File: src/rtl/ums_cfg.svh
`ifndef UMS_CFG_SVH
`define UMS_CFG_SVH
// Byte address layout: channel in bit 5, register index in bits 4:2.
`define UMS_ADDR_CH 5
`define UMS_ADDR_REG_HI 4
`define UMS_ADDR_REG_LO 2
// Register indexes.
`define UMS_REG_DATA 3'h0
`define UMS_REG_IER 3'h1
`define UMS_REG_IIR 3'h2
`define UMS_REG_LCR 3'h3
`define UMS_REG_MCR 3'h4
`define UMS_REG_LSR 3'h5
`define UMS_REG_MSR 3'h6
`define UMS_REG_SCR 3'h7
// Interrupt enable fields.
`define UMS_IER_RX 0
`define UMS_IER_TX 1
`define UMS_IER_LS 2
`define UMS_IER_MS 3
// Line control fields.
`define UMS_LCR_DIVISOR_LATCH_ACCESS 7
`define UMS_LCR_PAR 3
`define UMS_LCR_STOP 2
// Modem control fields.
`define UMS_MCR_DTR 0
`define UMS_MCR_RTS 1
`define UMS_MCR_OUT1 2
`define UMS_MCR_OUT2 3
`define UMS_MCR_LOOP 4
// Alternate function and FIFO control fields.
`define UMS_AFR_CONC 0
`define UMS_AFR_SEL_HI 2
`define UMS_AFR_SEL_LO 1
`define UMS_FCR_EN 0
// Multi-function pin selections.
`define UMS_MF_OUT2 2'h0
`define UMS_MF_BAUD 2'h1
`define UMS_MF_RECEIVE_READY_OUT 2'h2
`define UMS_MF_HIGH 2'h3
// Interrupt identification codes.
`define UMS_IIR_NONE 4'h1
`define UMS_IIR_LS 4'h6
`define UMS_IIR_RDA 4'h4
`define UMS_IIR_TOUT 4'hC
`define UMS_IIR_TX_HOLDING_EMPTY 4'h2
`define UMS_IIR_MS 4'h0
// Reset values.
`define UMS_AFR_RST 3'h0
`define UMS_IER_RST 4'h0
`define UMS_LCR_RST 8'h00
`define UMS_MCR_RST 5'h00
`define UMS_BYTE_RST 8'h00
// Character timing in baud-clock ticks.
`define UMS_TICKS_PER_BIT 16
`define UMS_TOUT_CHARS 4
`define UMS_START_BITS 1
`define UMS_MIN_STOP_BITS 1
`define UMS_WL_BASE 5
`endif

File: src/rtl/ums_pkg.sv
package ums_pkg;
  typedef enum logic {UMS_BS_IDLE, UMS_BS_DONE} ums_bus_st_t;
  typedef logic [7:0] ums_byte_t;
endpackage

File: src/rtl/ums_core.sv
// Decided for this implementation: register access over Avalon-MM.
`timescale 1ns/10ps
`include "ums_cfg.svh"

// How it works
// Clear-to-send, set-ready and carrier-detect changes set flags 0, 1 and 3.
// Ring input rising from low to high sets flag 2.
// Reading modem status clears the four change flags.
// Any set change flag raises the modem status interrupt condition.
// Bits 4 to 7 read the inverted modem input pins.
// In loopback bits 4 to 7 read modem control outputs instead.
// Alternate function register sits at index 2 with divisor latch access set.
// Concurrent bit makes writes reach both channels; reads use channel select.
// Software equalises divisor latch access in both channels before concurrent writes.
// Alternate function bits 2:1 choose the multi-function pin source.
// Alternate function bits 3 to 7 read zero.
// Scratch register stores and returns any byte, affecting nothing.
// Received-data indication follows receive count at or above trigger in FIFO mode, non-empty count otherwise.
// Line status identification outranks received-data identification.
// Data ready follows a non-empty receive queue.
// Timeout after four character times without receive or read, queue non-empty.
// Character times are counted on the baud clock.
// Read clears timeout; timer restarts on reads, or new characters when idle.
// Transmit empty interrupt set on empty queue, cleared by data write or ident read.
// Empty delayed one character less stop in FIFO mode unless two bytes held or first.
// Without enables no interrupt or identification reports trigger or timeout; queues still run.
// Line status 5, 6, 7 show queue empty, all empty, error held.
// Enable bits 0 to 3 gate data, transmit, line and modem interrupts.
// Timeout counter restarts at zero and counts four full character lengths.
module ums_core
  import ums_pkg::*;
#(
  parameter int NCH = 2
) (
  // Clock and reset.
  input wire logic clk_i,
  input wire logic rst_b_i,
  // Avalon-MM slave.
  input wire logic [5:0] avs_address_i,
  input wire logic avs_read_i,
  input wire logic avs_write_i,
  input wire logic [31:0] avs_writedata_i,
  input wire logic [3:0] avs_byteenable_i,
  output logic [31:0] avs_readdata_o,
  output logic avs_waitrequest_o,
  // Modem inputs, active low.
  input wire logic [NCH-1:0] cts_n_i,
  input wire logic [NCH-1:0] dsr_n_i,
  input wire logic [NCH-1:0] ri_n_i,
  input wire logic [NCH-1:0] dcd_n_i,
  // Modem and multi-function outputs, active low.
  output logic [NCH-1:0] dtr_n_o,
  output logic [NCH-1:0] rts_n_o,
  output logic [NCH-1:0] mf_n_o,
  // Receive queue side.
  input wire logic [NCH-1:0] baud_tick_i,
  input wire logic [NCH-1:0][4:0] rx_count_i,
  input wire logic [NCH-1:0][4:0] rx_trig_i,
  input wire logic [NCH-1:0] rx_push_i,
  input wire logic [NCH-1:0][7:0] rx_data_i,
  input wire logic [NCH-1:0] rx_err_fifo_i,
  input wire logic [NCH-1:0][3:0] line_err_i,
  output logic [NCH-1:0] rx_pop_o,
  output logic [NCH-1:0] lsr_read_o,
  // Transmit queue side.
  input wire logic [NCH-1:0][4:0] tx_count_i,
  input wire logic [NCH-1:0] tsr_empty_i,
  output logic [NCH-1:0] tx_push_o,
  output logic [7:0] tx_data_o,
  // Channel configuration and interrupt.
  output logic [NCH-1:0] fifo_en_o,
  output logic [NCH-1:0][7:0] lcr_o,
  output logic [NCH-1:0][15:0] divisor_o,
  output logic [NCH-1:0] intr_o
);

  function automatic logic [3:0] char_bits(input logic [7:0] lcr);
    char_bits = 4'(`UMS_START_BITS + `UMS_WL_BASE + lcr[1:0] + lcr[`UMS_LCR_PAR]
      + `UMS_MIN_STOP_BITS + lcr[`UMS_LCR_STOP]);
  endfunction

  // Bus state.
  ums_bus_st_t bus_st_r, bus_st_nxt;
  logic wait_r, wait_nxt;
  logic [31:0] rdata_r, rdata_nxt;

  // Channel state.
  logic [NCH-1:0][3:0] ier_r, ier_nxt;
  logic [NCH-1:0][7:0] lcr_r, lcr_nxt;
  logic [NCH-1:0][4:0] mcr_r, mcr_nxt;
  logic [NCH-1:0][2:0] afr_r, afr_nxt;
  logic [NCH-1:0][7:0] scr_r, scr_nxt;
  logic [NCH-1:0][7:0] dll_r, dll_nxt;
  logic [NCH-1:0][7:0] dlm_r, dlm_nxt;
  logic [NCH-1:0] fen_r, fen_nxt;
  logic [NCH-1:0][3:0] lvl_r, lvl_nxt;
  logic [NCH-1:0][3:0] delta_r, delta_nxt;
  logic [NCH-1:0][9:0] tout_cnt_r, tout_cnt_nxt;
  logic [NCH-1:0] tout_r, tout_nxt;
  logic [NCH-1:0] tx_holding_empty_r, tx_holding_empty_nxt;
  logic [NCH-1:0] two_r, two_nxt;
  logic [NCH-1:0] first_r, first_nxt;
  logic [NCH-1:0][7:0] dly_r, dly_nxt;
  logic [NCH-1:0] tx_holding_empty_int_r, tx_holding_empty_int_nxt;
  logic [NCH-1:0] dtr_n_r, dtr_n_nxt;
  logic [NCH-1:0] rts_n_r, rts_n_nxt;
  logic [NCH-1:0] mf_n_r, mf_n_nxt;
  logic [NCH-1:0] intr_r, intr_nxt;
  logic [NCH-1:0] rx_pop_r, rx_pop_nxt;
  logic [NCH-1:0] lsr_rd_r, lsr_rd_nxt;
  logic [NCH-1:0] tx_push_r, tx_push_nxt;
  logic [7:0] tx_data_r, tx_data_nxt;

  // Derived per-channel views.
  logic [NCH-1:0][3:0] eff_lvl;
  logic [NCH-1:0][7:0] msr_v;
  logic [NCH-1:0][7:0] lsr_v;
  logic [NCH-1:0][7:0] iir_v;
  logic [NCH-1:0] receive_ready_out_v;
  logic [NCH-1:0][9:0] tout_lim;
  logic [NCH-1:0][7:0] dly_lim;

  // Access decode.
  logic acc_rd;
  logic acc_wr;
  logic [2:0] areg;
  logic ach;
  logic conc;

  assign acc_rd = (bus_st_r == UMS_BS_DONE) && avs_read_i;
  assign acc_wr = (bus_st_r == UMS_BS_DONE) && avs_write_i && avs_byteenable_i[0];
  assign areg = avs_address_i[`UMS_ADDR_REG_HI:`UMS_ADDR_REG_LO];
  assign ach = avs_address_i[`UMS_ADDR_CH];

  always_comb begin
    conc = 1'h0;
    for (int c = 0; c < NCH; c++) begin
      conc = conc | afr_r[c][`UMS_AFR_CONC];
    end
  end

  always_comb begin
    for (int c = 0; c < NCH; c++) begin
      if (mcr_r[c][`UMS_MCR_LOOP]) begin
        eff_lvl[c] = {mcr_r[c][`UMS_MCR_OUT2], mcr_r[c][`UMS_MCR_OUT1],
                      mcr_r[c][`UMS_MCR_DTR], mcr_r[c][`UMS_MCR_RTS]};
      end else begin
        eff_lvl[c] = ~{dcd_n_i[c], ri_n_i[c], dsr_n_i[c], cts_n_i[c]};
      end
      msr_v[c] = {lvl_r[c], delta_r[c]};
      lsr_v[c] = {fen_r[c] & rx_err_fifo_i[c], tx_holding_empty_r[c] & tsr_empty_i[c], tx_holding_empty_r[c],
                  line_err_i[c], rx_count_i[c] != 5'h00};
      tout_lim[c] = 10'(`UMS_TOUT_CHARS * `UMS_TICKS_PER_BIT * char_bits(lcr_r[c]));
      dly_lim[c] = 8'((char_bits(lcr_r[c]) - 4'h1) * `UMS_TICKS_PER_BIT);
      if (fen_r[c]) begin
        receive_ready_out_v[c] = (rx_count_i[c] >= rx_trig_i[c]) || tout_r[c];
      end else begin
        receive_ready_out_v[c] = rx_count_i[c] != 5'h00;
      end
      // Fixed priority: line status, received data, timeout, transmit empty, modem.
      iir_v[c] = {fen_r[c], fen_r[c], 2'h0, `UMS_IIR_NONE};
      if (ier_r[c][`UMS_IER_MS] && (delta_r[c] != 4'h0)) begin
        iir_v[c][3:0] = `UMS_IIR_MS;
      end
      if (ier_r[c][`UMS_IER_TX] && tx_holding_empty_int_r[c]) begin
        iir_v[c][3:0] = `UMS_IIR_TX_HOLDING_EMPTY;
      end
      if (ier_r[c][`UMS_IER_RX] && fen_r[c] && tout_r[c]) begin
        iir_v[c][3:0] = `UMS_IIR_TOUT;
      end
      if (ier_r[c][`UMS_IER_RX] && (fen_r[c] ? rx_count_i[c] >= rx_trig_i[c] : rx_count_i[c] != 5'h00)) begin
        iir_v[c][3:0] = `UMS_IIR_RDA;
      end
      if (ier_r[c][`UMS_IER_LS] && (line_err_i[c] != 4'h0)) begin
        iir_v[c][3:0] = `UMS_IIR_LS;
      end
    end
  end

  // Bus slave: one wait state, read data captured as waitrequest falls.
  always_comb begin
    bus_st_nxt = bus_st_r;
    wait_nxt = wait_r;
    rdata_nxt = rdata_r;
    unique case (bus_st_r)
      UMS_BS_IDLE: begin
        if (avs_read_i || avs_write_i) begin
          bus_st_nxt = UMS_BS_DONE;
          wait_nxt = 1'h0;
          rdata_nxt = 32'h0000_0000;
          unique case (areg)
            `UMS_REG_DATA: rdata_nxt[7:0] = lcr_r[ach][`UMS_LCR_DIVISOR_LATCH_ACCESS] ? dll_r[ach] : rx_data_i[ach];
            `UMS_REG_IER: rdata_nxt[7:0] = lcr_r[ach][`UMS_LCR_DIVISOR_LATCH_ACCESS] ? dlm_r[ach] : {4'h0, ier_r[ach]};
            `UMS_REG_IIR: rdata_nxt[7:0] = lcr_r[ach][`UMS_LCR_DIVISOR_LATCH_ACCESS] ? {5'h00, afr_r[ach]} : iir_v[ach];
            `UMS_REG_LCR: rdata_nxt[7:0] = lcr_r[ach];
            `UMS_REG_MCR: rdata_nxt[7:0] = {3'h0, mcr_r[ach]};
            `UMS_REG_LSR: rdata_nxt[7:0] = lsr_v[ach];
            `UMS_REG_MSR: rdata_nxt[7:0] = msr_v[ach];
            `UMS_REG_SCR: rdata_nxt[7:0] = scr_r[ach];
          endcase
        end
      end
      UMS_BS_DONE: begin
        bus_st_nxt = UMS_BS_IDLE;
        wait_nxt = 1'h1;
      end
    endcase
  end

  always_ff @(posedge clk_i or negedge rst_b_i) begin
    if (!rst_b_i) begin
      bus_st_r <= UMS_BS_IDLE;
      wait_r <= 1'h1;
      rdata_r <= 32'h0000_0000;
    end else begin
      bus_st_r <= bus_st_nxt;
      wait_r <= wait_nxt;
      rdata_r <= rdata_nxt;
    end
  end

  always_comb begin
    ier_nxt = ier_r;
    lcr_nxt = lcr_r;
    mcr_nxt = mcr_r;
    afr_nxt = afr_r;
    scr_nxt = scr_r;
    dll_nxt = dll_r;
    dlm_nxt = dlm_r;
    fen_nxt = fen_r;
    lvl_nxt = eff_lvl;
    delta_nxt = delta_r;
    tout_cnt_nxt = tout_cnt_r;
    tout_nxt = tout_r;
    tx_holding_empty_nxt = tx_holding_empty_r;
    two_nxt = two_r;
    first_nxt = first_r;
    dly_nxt = dly_r;
    tx_holding_empty_int_nxt = tx_holding_empty_int_r;
    dtr_n_nxt = dtr_n_r;
    rts_n_nxt = rts_n_r;
    mf_n_nxt = mf_n_r;
    intr_nxt = intr_r;
    rx_pop_nxt = '0;
    lsr_rd_nxt = '0;
    tx_push_nxt = '0;
    tx_data_nxt = tx_data_r;
    for (int c = 0; c < NCH; c++) begin
      logic wsel;
      logic rsel;
      logic divisor_latch_access;
      logic pop_ev;
      logic thr_wr;
      logic iir_tx_holding_empty_rd;
      logic [3:0] dset;
      logic [3:0] dclr;
      wsel = acc_wr && ((ach == 1'(c)) || conc);
      rsel = acc_rd && (ach == 1'(c));
      divisor_latch_access = lcr_r[c][`UMS_LCR_DIVISOR_LATCH_ACCESS];
      pop_ev = rsel && (areg == `UMS_REG_DATA) && !divisor_latch_access;
      thr_wr = wsel && (areg == `UMS_REG_DATA) && !divisor_latch_access;
      iir_tx_holding_empty_rd = rsel && (areg == `UMS_REG_IIR) && !divisor_latch_access && (rdata_r[3:0] == `UMS_IIR_TX_HOLDING_EMPTY);
      rx_pop_nxt[c] = pop_ev;
      lsr_rd_nxt[c] = rsel && (areg == `UMS_REG_LSR);
      tx_push_nxt[c] = thr_wr;
      if (thr_wr) begin
        tx_data_nxt = avs_writedata_i[7:0];
      end
      if (wsel) begin
        unique case (areg)
          `UMS_REG_DATA: begin
            if (divisor_latch_access) begin
              dll_nxt[c] = avs_writedata_i[7:0];
            end
          end
          `UMS_REG_IER: begin
            if (divisor_latch_access) begin
              dlm_nxt[c] = avs_writedata_i[7:0];
            end else begin
              ier_nxt[c] = avs_writedata_i[3:0];
            end
          end
          `UMS_REG_IIR: begin
            if (divisor_latch_access) begin
              afr_nxt[c] = avs_writedata_i[2:0];
            end else begin
              fen_nxt[c] = avs_writedata_i[`UMS_FCR_EN];
            end
          end
          `UMS_REG_LCR: lcr_nxt[c] = avs_writedata_i[7:0];
          `UMS_REG_MCR: mcr_nxt[c] = avs_writedata_i[4:0];
          `UMS_REG_SCR: scr_nxt[c] = avs_writedata_i[7:0];
          default: begin
          end
        endcase
      end
      // Change flags: only bits the read actually returned are cleared, and a new change wins.
      dset[0] = eff_lvl[c][0] ^ lvl_r[c][0];
      dset[1] = eff_lvl[c][1] ^ lvl_r[c][1];
      dset[2] = lvl_r[c][2] & ~eff_lvl[c][2];
      dset[3] = eff_lvl[c][3] ^ lvl_r[c][3];
      dclr = (rsel && (areg == `UMS_REG_MSR)) ? rdata_r[3:0] : 4'h0;
      delta_nxt[c] = dset | (delta_r[c] & ~dclr);
      // Receive timeout on baud ticks.
      if (pop_ev || (!tout_r[c] && rx_push_i[c])) begin
        tout_cnt_nxt[c] = 10'h000;
        if (pop_ev) begin
          tout_nxt[c] = 1'h0;
        end
      end else if (rx_count_i[c] == 5'h00) begin
        tout_cnt_nxt[c] = 10'h000;
        tout_nxt[c] = 1'h0;
      end else if (tout_cnt_r[c] >= tout_lim[c]) begin
        tout_nxt[c] = fen_r[c];
      end else if (baud_tick_i[c]) begin
        tout_cnt_nxt[c] = tout_cnt_r[c] + 10'h001;
      end
      // Transmit empty with optional delay of one character less one stop bit.
      if (fen_nxt[c] != fen_r[c]) begin
        first_nxt[c] = 1'h1;
      end
      if (tx_count_i[c] >= 5'h02) begin
        two_nxt[c] = 1'h1;
      end
      if (tx_count_i[c] != 5'h00) begin
        tx_holding_empty_nxt[c] = 1'h0;
        dly_nxt[c] = 8'h00;
      end else if (!tx_holding_empty_r[c]) begin
        if (!fen_r[c] || two_r[c] || first_r[c]) begin
          tx_holding_empty_nxt[c] = 1'h1;
        end else if (baud_tick_i[c]) begin
          if (dly_nxt[c] >= dly_lim[c] - 8'h01) begin
            tx_holding_empty_nxt[c] = 1'h1;
          end else begin
            dly_nxt[c] = dly_r[c] + 8'h01;
          end
        end
      end
      if (tx_holding_empty_nxt[c] && !tx_holding_empty_r[c]) begin
        two_nxt[c] = 1'h0;
        first_nxt[c] = 1'h0;
        dly_nxt[c] = 8'h00;
      end
      if (thr_wr || iir_tx_holding_empty_rd || !ier_nxt[c][`UMS_IER_TX]) begin
        tx_holding_empty_int_nxt[c] = 1'h0;
      end
      if (ier_nxt[c][`UMS_IER_TX] && ((tx_holding_empty_nxt[c] && !tx_holding_empty_r[c])
          || (tx_holding_empty_r[c] && !ier_r[c][`UMS_IER_TX]))) begin
        tx_holding_empty_int_nxt[c] = 1'h1;
      end
      // Pins.
      if (mcr_r[c][`UMS_MCR_LOOP]) begin
        dtr_n_nxt[c] = 1'h1;
        rts_n_nxt[c] = 1'h1;
      end else begin
        dtr_n_nxt[c] = ~mcr_r[c][`UMS_MCR_DTR];
        rts_n_nxt[c] = ~mcr_r[c][`UMS_MCR_RTS];
      end
      unique case (afr_r[c][`UMS_AFR_SEL_HI:`UMS_AFR_SEL_LO])
        `UMS_MF_OUT2: mf_n_nxt[c] = mcr_r[c][`UMS_MCR_LOOP] | ~mcr_r[c][`UMS_MCR_OUT2];
        `UMS_MF_BAUD: mf_n_nxt[c] = ~baud_tick_i[c];
        `UMS_MF_RECEIVE_READY_OUT: mf_n_nxt[c] = ~receive_ready_out_v[c];
        `UMS_MF_HIGH: mf_n_nxt[c] = 1'h1;
      endcase
      intr_nxt[c] = iir_v[c][3:0] != `UMS_IIR_NONE;
    end
  end

  always_ff @(posedge clk_i or negedge rst_b_i) begin
    if (!rst_b_i) begin
      for (int c = 0; c < NCH; c++) begin
        ier_r[c] <= `UMS_IER_RST;
        lcr_r[c] <= `UMS_LCR_RST;
        mcr_r[c] <= `UMS_MCR_RST;
        afr_r[c] <= `UMS_AFR_RST;
        scr_r[c] <= `UMS_BYTE_RST;
        dll_r[c] <= `UMS_BYTE_RST;
        dlm_r[c] <= `UMS_BYTE_RST;
        lvl_r[c] <= 4'h0;
        delta_r[c] <= 4'h0;
        tout_cnt_r[c] <= 10'h000;
        dly_r[c] <= 8'h00;
      end
      fen_r <= '0;
      tout_r <= '0;
      tx_holding_empty_r <= '1;
      two_r <= '0;
      first_r <= '1;
      tx_holding_empty_int_r <= '0;
      dtr_n_r <= '1;
      rts_n_r <= '1;
      mf_n_r <= '1;
      intr_r <= '0;
      rx_pop_r <= '0;
      lsr_rd_r <= '0;
      tx_push_r <= '0;
      tx_data_r <= `UMS_BYTE_RST;
    end else begin
      ier_r <= ier_nxt;
      lcr_r <= lcr_nxt;
      mcr_r <= mcr_nxt;
      afr_r <= afr_nxt;
      scr_r <= scr_nxt;
      dll_r <= dll_nxt;
      dlm_r <= dlm_nxt;
      lvl_r <= lvl_nxt;
      delta_r <= delta_nxt;
      tout_cnt_r <= tout_cnt_nxt;
      dly_r <= dly_nxt;
      fen_r <= fen_nxt;
      tout_r <= tout_nxt;
      tx_holding_empty_r <= tx_holding_empty_nxt;
      two_r <= two_nxt;
      first_r <= first_nxt;
      tx_holding_empty_int_r <= tx_holding_empty_int_nxt;
      dtr_n_r <= dtr_n_nxt;
      rts_n_r <= rts_n_nxt;
      mf_n_r <= mf_n_nxt;
      intr_r <= intr_nxt;
      rx_pop_r <= rx_pop_nxt;
      lsr_rd_r <= lsr_rd_nxt;
      tx_push_r <= tx_push_nxt;
      tx_data_r <= tx_data_nxt;
    end
  end

  assign avs_readdata_o = rdata_r;
  assign avs_waitrequest_o = wait_r;
  assign dtr_n_o = dtr_n_r;
  assign rts_n_o = rts_n_r;
  assign mf_n_o = mf_n_r;
  assign rx_pop_o = rx_pop_r;
  assign lsr_read_o = lsr_rd_r;
  assign tx_push_o = tx_push_r;
  assign tx_data_o = tx_data_r;
  assign fifo_en_o = fen_r;
  assign lcr_o = lcr_r;
  assign intr_o = intr_r;

  always_comb begin
    for (int c = 0; c < NCH; c++) begin
      divisor_o[c] = {dlm_r[c], dll_r[c]};
    end
  end

endmodule

File: config.mk
export PLATFORM = sky130hd
export DESIGN_NAME = ums_core
export DESIGN_NICKNAME = d
export VERILOG_FILES = /design/src/rtl/ums_pkg.sv /design/src/rtl/ums_core.sv
export VERILOG_INCLUDE_DIRS = /design/src /design/src/rtl
export SDC_FILE = /design/constraint.sdc
export NUM_CORES = 1
export LEC_CHECK = 0
export ABC_AREA = 1
export BUFFER_PORTS_ARGS = -buffer_cell sky130_fd_sc_hd__buf_2
export CORE_MARGIN = 5
export CORE_UTILIZATION = 55
export CTS_CLUSTER_SIZE = 20
export DETAILED_ROUTE_END_ITERATION = 8
export GPL_TIMING_DRIVEN = 0
export PLACE_DENSITY = 0.8
export SYNTH_ARGS = -nofsm -noshare
export SYNTH_HDL_FRONTEND = slang
export SYNTH_SLANG_ARGS = --single-unit
File: constraint.sdc
create_clock -name clk_i -period 6.4 [get_ports clk_i]
set_input_delay 1.28 -clock clk_i [delete_from_list [all_inputs] [get_ports clk_i]]
set_output_delay 1.28 -clock clk_i [all_outputs]
set_load 0.03 [all_outputs]
After elaboration in Yosys (flattened, before gate mapping)

Cells that the tools add are included.

Word-level logic and storage cells: 377
Register bits after elaboration: 184
Input bits: 116
Output and inout port bits: 105

Muxes and demuxes: 118
Add/subtract/negate cells: 16
Equality and inequality tests: 29
Magnitude comparators: 9
Bitwise operators: 39
Reduce and logical (&&, ||, !) cells: 121

Operator list:

| operator                                         | number |
|---|---|
| 2-to-1 mux 8 bit                                 | 33 |
| 2-to-1 mux 10 bit                                | 8 |
| one-hot mux 8 bit (8 select lines)               | 1 |
| 2-to-1 mux 4 bit                                 | 14 |
| 2-to-1 mux 1 bit                                 | 48 |
| logical AND 1 bit                                | 45 |
| AND reduction 3 bit                              | 8 |
| AND reduction 2 bit                              | 11 |
| adder 10 x 1 -> 10 bit, second input constant    | 2 |
| greater-or-equal comparator 10 bit               | 2 |
| nonzero test 5 bit                               | 4 |
| nonzero test 3 bit                               | 6 |
| logical OR 1 bit                                 | 17 |
| adder 4 x 1 -> 4 bit                             | 4 |
| adder 8 x 1 -> 8 bit, second input constant      | 2 |
| greater-or-equal comparator 8 bit                | 2 |
| NOT 1 bit                                        | 16 |
| NOT 4 bit                                        | 4 |
| nonzero test 4 bit                               | 4 |
| subtractor 8 x 1 -> 8 bit, second input constant | 2 |
| nonzero test 2 bit                               | 7 |
| equality test 3 bit, second input constant       | 4 |
| zero test 1 bit                                  | 12 |
| 2-to-1 mux 2 bit                                 | 6 |
| other kinds (30)                                 | 70 |

Logic depth before layout (Yosys ltp)

Gate-level depths: netlist of the first run.

Depth after elaboration: 16
Gate-level depth with buffers: 24
Mapped depth without buffers: 23

Least setup slack after synthesis of the first run

OpenSTA, ideal clock, no wires.

Kind: reg-to-reg
Start: register lcr_r (netlist bit lcr_o[0])
End: register dly_r[0] (netlist name)
Data required time: 6273 ps
Setup slack: 2935 ps
Path buffers: 0
Library setup time: 127 ps
Period minus slack after synthesis: 3465 ps
Arrival time: 3338 ps
Cell stages (with the launch flop): 22
Cells stage by stage: dfrtp_1 > inv_1 > ha_1 > inv_1 > ha_1 > inv_1 > fa_1 > inv_1 > ha_1 > nand3_1 > nor2_1 > xor2_1 > ha_1 > nand2_1 > inv_1 > nand4_1 > nand3_1 > nand2_1 > a21oi_1 > nand2_1 > nand2_1 > o21ai_0

Cells in the longest elaborated chain, start to end: 15
Elaborated cells between the ends (all ways): 19
Classes of those cells: add/sub (6); order compare (1); eq/ne (3); mux (6); reduce/logical (3)

Ends and longest elaborated chain:

| item                                                                    | RTL line        | RTL |
|---|---|---|
| start, declared                                                         | ums_core.sv:89  | `logic [NCH-1:0][7:0] lcr_r, lcr_nxt;` |
| start signal, assigned by index                                         | ums_core.sv:373 | `` lcr_r[c] <= `UMS_LCR_RST; `` |
| start signal, assigned                                                  | ums_core.sv:400 | `lcr_r <= lcr_nxt;` |
| adder 3 x 2 -> 4 bit (no source line) (*)                               | -               |  |
| adder 4 x 1 -> 4 bit (no source line) (*) (3 in series)                 | -               |  |
| subtractor 4 x 1 -> 4 bit (*)                                           | ums_core.sv:154 | `` dly_lim[c] = 8'((char_bits(lcr_r[c]) - 4'h1) * `UMS_TICKS_PER_BIT); `` |
| subtractor 8 x 1 -> 8 bit (*)                                           | ums_core.sv:332 | `if (dly_nxt[c] >= dly_lim[c] - 8'h01) begin` |
| greater-or-equal comparator 8 bit (*)                                   | ums_core.sv:332 |  |
| 2-to-1 mux 1 bit (*)                                                    | ums_core.sv:332 |  |
| 2-to-1 mux 1 bit (*)                                                    | ums_core.sv:331 | `end else if (baud_tick_i[c]) begin` |
| 2-to-1 mux 1 bit (*)                                                    | ums_core.sv:329 | `if (!fen_r[c] \|\| two_r[c] \|\| first_r[c]) begin` |
| 2-to-1 mux 1 bit (*)                                                    | ums_core.sv:328 | `end else if (!tx_holding_empty_r[c]) begin` |
| 2-to-1 mux 1 bit (*)                                                    | ums_core.sv:325 | `if (tx_count_i[c] != 5'h00) begin` |
| via tx_holding_empty_nxt[0]                                             | ums_core.sv:100 | `logic [NCH-1:0] tx_holding_empty_r, tx_holding_empty_nxt;` |
| logical AND 1 bit (*)                                                   | ums_core.sv:339 | `if (tx_holding_empty_nxt[c] && !tx_holding_empty_r[c]) begin` |
| inequality test 3 x 2 -> 1 bit (no source line) (tied with other cells) | -               |  |
| AND reduction 4 bit (no source line)                                    | -               |  |
| end signal, assigned                                                    | ums_core.sv:409 | `dly_r <= dly_nxt;` |
| end, declared                                                           | ums_core.sv:103 | `logic [NCH-1:0][7:0] dly_r, dly_nxt;` |

The timed path passes the listed nets; every way through them passes the cells marked *.
A chain may end at the register's enable or synchronous reset.

Worst setup path in the final report of the first run

Start: register lcr_r (netlist bit lcr_o[0])
End: register dly_r[3] (netlist name)

Same word-level chain as after synthesis.

==> Implementation_results.wiki, run 1 <==
{| class="wikitable"
! Metric !! Value
|-
| Status || finished, final reports clean
|-
| Global-route wire length before repair || 53900 um
|-
| Pin count of the biggest net entering global routing || 107
|-
| Estimated wirelength of the detail-placed design || 25800 um
|-
| H-tree lvl count || 4
|-
| Synth Instances || 1380
|-
| Cell with the largest stage delay on the worst path || sky130_fd_sc_hd__fa_1
|-
| Number of antenna diodes || 0
|-
| Classification of the worst setup path || register to register
|-
| Total GRT Usage || 0.314
|-
| Power Density || 269 nW/um^2
|-
| Drc violations || 0
|-
| Number of max-slew violations in the final report || 0
|-
| Clock root buffer || sky130_fd_sc_hd__clkbuf_16
|-
| Number of maximum-capacitance violations || 0
|-
| Post-synth design cell area || 10600 sq um
|-
| Clk_lat worst skew || 0.44 ns
|-
| Vert. Die Dim || 149 um
|-
| Global placement routability congestion || 0.992
|-
| Final worst setup slack || 2.60 ns
|-
| Cell row count || 50
|-
| Setup slack after placement || 2.63 ns
|-
| Vias in the first global route || 10.1k
|-
| Critical Path Source Type || register
|-
| Hold/Removal Path Class || register to register
|-
| Layout-stage area growth over the synthesis result || 17.4%
|-
| Worst reg2reg path depth || 21
|-
| Drt total wl || 34200 um
|-
| Mean instance size in the synthesized netlist || 7.65 sq um
|-
| Number of distinct library cells after synthesis || 53
|-
| Top cell type's share of synthesized area || 0.410
|-
| Yosys top cell by area || sky130_fd_sc_hd__dfrtp_1
|-
| Highest net fanout along the worst path || 6
|-
| Post-CTS resize count || 0
|-
| Detail Route Antenna Nets || 0
|-
| Delay of the slowest cell on the worst path || 0.53 ns
|-
| RSZ-0062 raised after global routing || false
|-
| Layout cells sized above 1 || 0.187
|-
| CTS Sinks || 184
|-
| Share of synthesized area occupied by flip-flops and latches || 0.437
|-
| Final core utilization || 0.659
|-
| VDD IR-drop max || 0.182 mV
|-
| Buffers & Inverters on Critical Path || 5
|-
| Count of TritonRoute iterations in the first routing pass || 5
|-
| Achievable clock frequency || 263 MHz
|-
| Setup bufs post-CTS || 0
|-
| Worst max-slew margin expressed relative to the limit || 0.457
|-
| Number of antenna violations at the first check in global routing || 2
|-
| Total of endpoints with negative setup slack in the final report || 0
|-
| Vias per cell || 5.58
|-
| Cells taking the most area after synthesis || sky130_fd_sc_hd__dfrtp_1 (41%), sky130_fd_sc_hd__nand2_1 (14%), sky130_fd_sc_hd__o21ai_0 (7.2%)
|-
| Arrival time of the worst setup path || 4.11 ns
|-
| Total Negative Setup Slacks || 0 ns
|-
| Clock tree from TritonCTS || built
|-
| Cell chain of the critical path || inv_1 > ha_1 > inv_1 > ha_1 > inv_1 > fa_1 > inv_1 > ha_1 > nand3_1 > nor2_1 > xor2_1 > ha_1 > nand2_1 > inv_1 > nand4_1 > nand3_1 > nand2_1 > a21oi_1 > nand2_1 > nand2_1 > o21ai_0
|-
| Area of the die || 22100 sq um
|-
| Transition time of the tightest slew-check pin || 0.814 ns
|-
| DRC violation total after the first TritonRoute iteration || 892
|-
| Port buffer count || 165
|-
| Area of the core || 18800 sq um
|-
| Final Cycle Share || 0.594
|-
| Crit-path most repeated cell || sky130_fd_sc_hd__inv_1
|-
| Number of I/O pins || 221
|-
| Worst Setup End Kind || register
|-
| Number of nets in the finished design || 1746
|-
| Static leakage power || 6.42 nW
|-
| Data required time at the worst endpoint || 6.71 ns
|-
| Time the final worst path needs with I/O delays and setup || 3.80 ns
|-
| #FFs+latches synth || 184
|-
| Die outline width || 149 um
|-
| Warnings from Yosys || 0
|-
| Kind of cell adding the most delay to the critical path || adder cells
|-
| Clock slew at the register clock pins of the worst setup and hold paths || 0.08 ns
|-
| Maximum root-to-sink buffer count || 2
|-
| Initial core utilization || 0.561
|-
| Per-cell routed wire length || 18.4 um
|-
| Hold Buf Count CTS || 0
|-
| Max Clock Skew || 0.0112 ns
|-
| Cell depth of the worst hold path || 1
|-
| Total clock buffers created by CTS || 17
|-
| Total congestion overflow || 0
|-
| Hold violation total from the final report || 0
|-
| Vias after detailed routing || 10.4k
|-
| Critical Path Stages || 21
|}
## worst paths after layout
path | start | to | slack, ns
max in group asynchronous | rst_b_i | scr_r[11] | 4.63
worst max-delay path | lcr_o[0] | dly_r[3] | 2.60
worst max register to register | lcr_o[0] | dly_r[3] | 2.60
worst min-delay path | mcr_r[0] | dtr_n_o[0] | 0.46
min in group asynchronous | rst_b_i | dly_r[3] | 0.81
worst min register to register | mcr_r[0] | dtr_n_o[0] | 0.46
## cells by family (layout without fill, tap and decap cells)
| logic type | Yosys count | in the layout | share of synthesized area |
|---|---|---|---|
| buffers and inverters | 236 | 434 | 0.0972 |
| DFF | 184 | 184 | 0.437 |
| other | 1 | 24 | 0.000355 |
| adders and majority gates | 42 | 42 | 0.0526 |
| xor gates and xnor gates | 21 | 21 | 0.0174 |
| AOI/OAI and AO/OA | 243 | 243 | 0.127 |
| and+or+nand+nor | 653 | 653 | 0.268 |
## where the power goes
part / switching (mW) / total, mW / internal, mW
combinational: 0.600 / 0.884 / 0.284
sequential: 0.115 / 1.41 / 1.29
clock: 0.520 / 1.05 / 0.527
total: 1.24 / 3.34 / 2.10
## state kept, by name, indices dropped and copies added, names as in the netlist, 6 cells and up
signal / flops
afr_r: 6
avs_readdata_o: 8
delta_r: 8
divisor_o: 32
dly_r: 16
ier_r: 8
lcr_o: 16
lvl_r: 8
mcr_r: 10
scr_r: 16
tout_cnt_r: 20
tx_data_o: 8
## per-layer routing
layer,up-vias,track usage,part of all wire
met5,-,0,0.00091
met4,4,0.133,0.040
met3,95,0.0789,0.10
met2,579,0.492,0.46
met1,4836,0.416,0.40
li1,4868,-,-
## Yosys cell counts (all sizes together)
cell,n
a31oi,10
nor4,14
nand4,22
o31ai,1
a22oi,2
o21bai,1
xnor2,8
nor3,18
buf,48
a21oi,41
xor2,13
conb,1
inv,168
and3,2
dfrtp,173
o22ai,1
o21a,4
o21ai,163
ha,38
nor2,86
a31o,2
nand3b,4
clkinv,2
nand3,101
nor4b,1
o2111ai,1
dfstp,11
a211oi,3
o211ai,7
o311ai,2
a211o,1
a32oi,4
nor3b,1
or2,11
fa,4
nand2,393
clkbuf,18
## layout by cell type, fill, tap and decap left out, types with 21 or more instances in the layout
| cell type | n |
|---|---|
| sky130_fd_sc_hd__dfrtp_1 | 173 |
| sky130_fd_sc_hd__ha_1 | 38 |
| sky130_fd_sc_hd__a21oi_1 | 40 |
| sky130_fd_sc_hd__o21ai_0 | 152 |
| sky130_fd_sc_hd__nand4_1 | 21 |
| sky130_fd_sc_hd__buf_4 | 25 |
| sky130_fd_sc_hd__nand2_1 | 389 |
| sky130_fd_sc_hd__buf_2 | 183 |
| sky130_fd_sc_hd__nand3_1 | 97 |
| sky130_fd_sc_hd__conb_1 | 24 |
| sky130_fd_sc_hd__nor2_1 | 84 |
| sky130_fd_sc_hd__inv_1 | 160 |
## per-stage QoR
step / std cells / total power [mW] / area (sq um) / hold slack, ns
final: 1861 / 3.34 / 12400 / 0.463
after global routing: 1861 / 3.52 / 12400 / 0.513
after CTS: 1861 / 3.34 / 12400 / 0.460
after detailed placement: 1829 / 2.30 / 11800 / 0.448
after global placement: 1828 / 2.27 / 11800 / 0.461
after floorplan: 1403 / 1.99 / 10600 / 0.410
## cell type report
cell class	count	area [sq um]
Inverter	170	638
Fill cell	1639	6430
Timing Repair Buffer	166	863
Buffer	66	388
Tap cell	260	325
Sequential cell	184	4620
Clock inverter	14	128
Clock buffer	18	439
Multi-Input combinational cell	983	5000
Note: power is estimated with default switching activity, not from simulation.
==> run 2: changes to the inputs <==
==> constraint.sdc (replaced) <==
create_clock -name clk_i -period 3.9 [get_ports clk_i]
set_input_delay 0.78 -clock clk_i [delete_from_list [all_inputs] [get_ports clk_i]]
set_output_delay 0.78 -clock clk_i [all_outputs]
set_load 0.03 [all_outputs]
==> Implementation_results.wiki, run 2 (synthesized netlist as in run 1, its figures left out) <==
{| class="wikitable"
! Metric !! Value
|-
| H-tree lvl count || 4
|-
| Vias after detailed routing || 10.4k
|-
| Max Clock Skew || 0.0124 ns
|-
| Drc violations || 0
|-
| Sequential cell fraction of total power || 0.421
|-
| Vert. Die Dim || 149 um
|-
| Number of standard cells in the layout, taps in and fillers out || 1861
|-
| Layout-stage area growth over the synthesis result || 17.6%
|-
| Count of TritonRoute iterations in the first routing pass || 5
|-
| Static leakage power || 6.43 nW
|-
| Cell row count || 50
|-
| Cell chain of the critical path || inv_1 > ha_1 > inv_1 > ha_1 > inv_1 > fa_1 > inv_1 > ha_1 > nand3_1 > nor2_1 > xor2_1 > ha_1 > nand2_1 > inv_1 > nand4_1 > nand3_1 > nand2_1 > a21oi_2 > nand2_2 > nand2_2 > o21ai_0
|-
| Non-Filler Cell Area, Final || 12400 sq um
|-
| Number of antenna diodes || 0
|-
| Global-route wire length before repair || 53900 um
|-
| Layout cells sized above 1 || 0.191
|-
| Final Cycle Share || 0.933
|-
| Total of endpoints with negative setup slack in the final report || 0
|-
| Detail Route Antenna Nets || 0
|-
| Final core utilization || 0.660
|-
| Worst Setup End Kind || register
|-
| Highest net fanout along the worst path || 6
|-
| Total clock buffers created by CTS || 17
|-
| CTS Sinks || 184
|-
| Share of power burned in combinational logic || 0.265
|-
| Vias per cell || 5.59
|-
| Hold violation total from the final report || 0
|-
| RSZ-0062 raised after global routing || false
|-
| Maximum root-to-sink buffer count || 2
|-
| Die outline width || 149 um
|-
| Per-cell routed wire length || 18.4 um
|-
| Highest-count cells in the layout ignoring fill and taps || sky130_fd_sc_hd__nand2_1 (387), sky130_fd_sc_hd__buf_2 (182), sky130_fd_sc_hd__dfrtp_1 (171)
|-
| Worst max-slew margin expressed relative to the limit || 0.442
|-
| Estimated wirelength of the detail-placed design || 25800 um
|-
| Number of maximum-capacitance violations || 0
|-
| Crit-path most repeated cell || sky130_fd_sc_hd__inv_1
|-
| Global placement routability congestion || 0.992
|-
| Classification of the worst setup path || register to register
|-
| Clock share of power || 0.314
|-
| Transition time of the tightest slew-check pin || 0.837 ns
|-
| Number of I/O pins || 221
|-
| VDD IR-drop max || 0.300 mV
|-
| Port buffer count || 165
|-
| Total Negative Setup Slacks || 0 ns
|-
| Number of max-slew violations in the final report || 0
|-
| Data required time at the worst endpoint || 4.21 ns
|-
| Cell internal power dissipation || 3.46 mW
|-
| Drt total wl || 34200 um
|-
| Achievable clock frequency || 275 MHz
|-
| Clock slew at the register clock pins of the worst setup and hold paths || 0.08 ns
|-
| Clk_lat worst skew || 0.44 ns
|-
| Critical Path Source Type || register
|-
| Sw frac || 0.370
|-
| Area of the die || 22100 sq um
|-
| Area of the core || 18800 sq um
|-
| Clock tree from TritonCTS || built
|-
| Most common library cell in the layout ignoring fill and taps || sky130_fd_sc_hd__nand2_1
|-
| Initial core utilization || 0.561
|-
| Total GRT Usage || 0.314
|-
| Flip-flop count of the largest register, all copies and words added || 32
|-
| Time the final worst path needs with I/O delays and setup || 3.64 ns
|-
| Hold/Removal Path Class || input pin to asynchronous set/reset pin
|-
| Cell with the largest stage delay on the worst path || sky130_fd_sc_hd__fa_1
|-
| DRC violation total after the first TritonRoute iteration || 894
|-
| Reported net switching power || 2.03 mW
|-
| Number of antenna violations at the first check in global routing || 2
|-
| Pin count of the biggest net entering global routing || 107
|-
| Clock root buffer || sky130_fd_sc_hd__clkbuf_16
|-
| Area post-placement || 11800 sq um
|-
| Arrival time of the worst setup path || 3.95 ns
|-
| Total congestion overflow || 0
|-
| Number of nets in the finished design || 1746
|-
| Placed Instances || 1829
|-
| Status || finished, final reports clean
|-
| Vias in the first global route || 10.1k
|-
| Delay of the slowest cell on the worst path || 0.53 ns
|-
| Power Density || 442 nW/um^2
|}
==> run 2: metrics by stage <==
step | worst slack [ns] | hold WS, ns | total power, mW
after detailed placement | 0.129 | 0.448 | 3.78
after global routing | 0.00311 | 0.357 | 5.78
after floorplan | 0.435 | 0.410 | 3.27
final | 0.262 | 0.313 | 5.49
after global placement | -0.935 | 0.461 | 3.72
after CTS | 0.132 | 0.340 | 5.49
==> run 2: worst paths after layout <==
path | startpoint | to | slack (ns) | cells after the start
hold reg to reg | mcr_r[0] | dtr_n_o[0] | 0.46 | 1
hold / removal | rst_b_i | rx_pop_o[0] | 0.31 | 1
setup reg to reg | lcr_o[0] | dly_r[7] | 0.26 | 21
max in group asynchronous | rst_b_i | lcr_o[11] | 2.61 | 2
min in group clk_i | mcr_r[0] | dtr_n_o[0] | 0.46 | 1
setup / recovery | lcr_o[0] | dly_r[7] | 0.26 | 21
==> run 2: worst max-delay path: cells and delay by family (launching register included) <==
family,cells,cell delay [ns]
adders and majority gates,5,1.52
and+or+nand+nor,8,0.67
AOI/OAI and AO/OA,2,0.31
xor gates and xnor gates,1,0.17
DFF,1,0.40
buffers and inverters,5,0.42
==> run 2: per-layer routing <==
metal  up-vias  routed length (um)  GRT usage
met5         -                  31          0
met4         4                1510      0.133
met3       103                3370     0.0789
met2       537               15500      0.492
met1      4884               13700      0.416
li1       4869                   -          -
==> run 2: power groups by stage <==
stage	sequential, mW	clock (mW)	combinational, mW
2_1_floorplan	2.48	0	0.788
3_3_place_gp	2.33	0	1.38
3_5_place_dp	2.34	0	1.44
4_1_cts	2.31	1.74	1.44
5_1_grt	2.34	1.83	1.61
6_report	2.31	1.72	1.46
==> run 2: layout make-up <==
class | count | area [sq um]
Fill cell | 1639 | 6410
Multi-Input combinational cell | 983 | 5020
Sequential cell | 184 | 4620
Timing Repair Buffer | 166 | 863
Inverter | 170 | 638
Clock buffer | 18 | 439
Buffer | 66 | 390
Tap cell | 260 | 325
Clock inverter | 14 | 128
==> run 2: what timing repair did <==
action                                  in CTS  in global routing
setup buffers                                0                  0
hold buffers                                 0                  0
gates resized for setup                      0                  8
endpoints found under the setup margin       0                 18
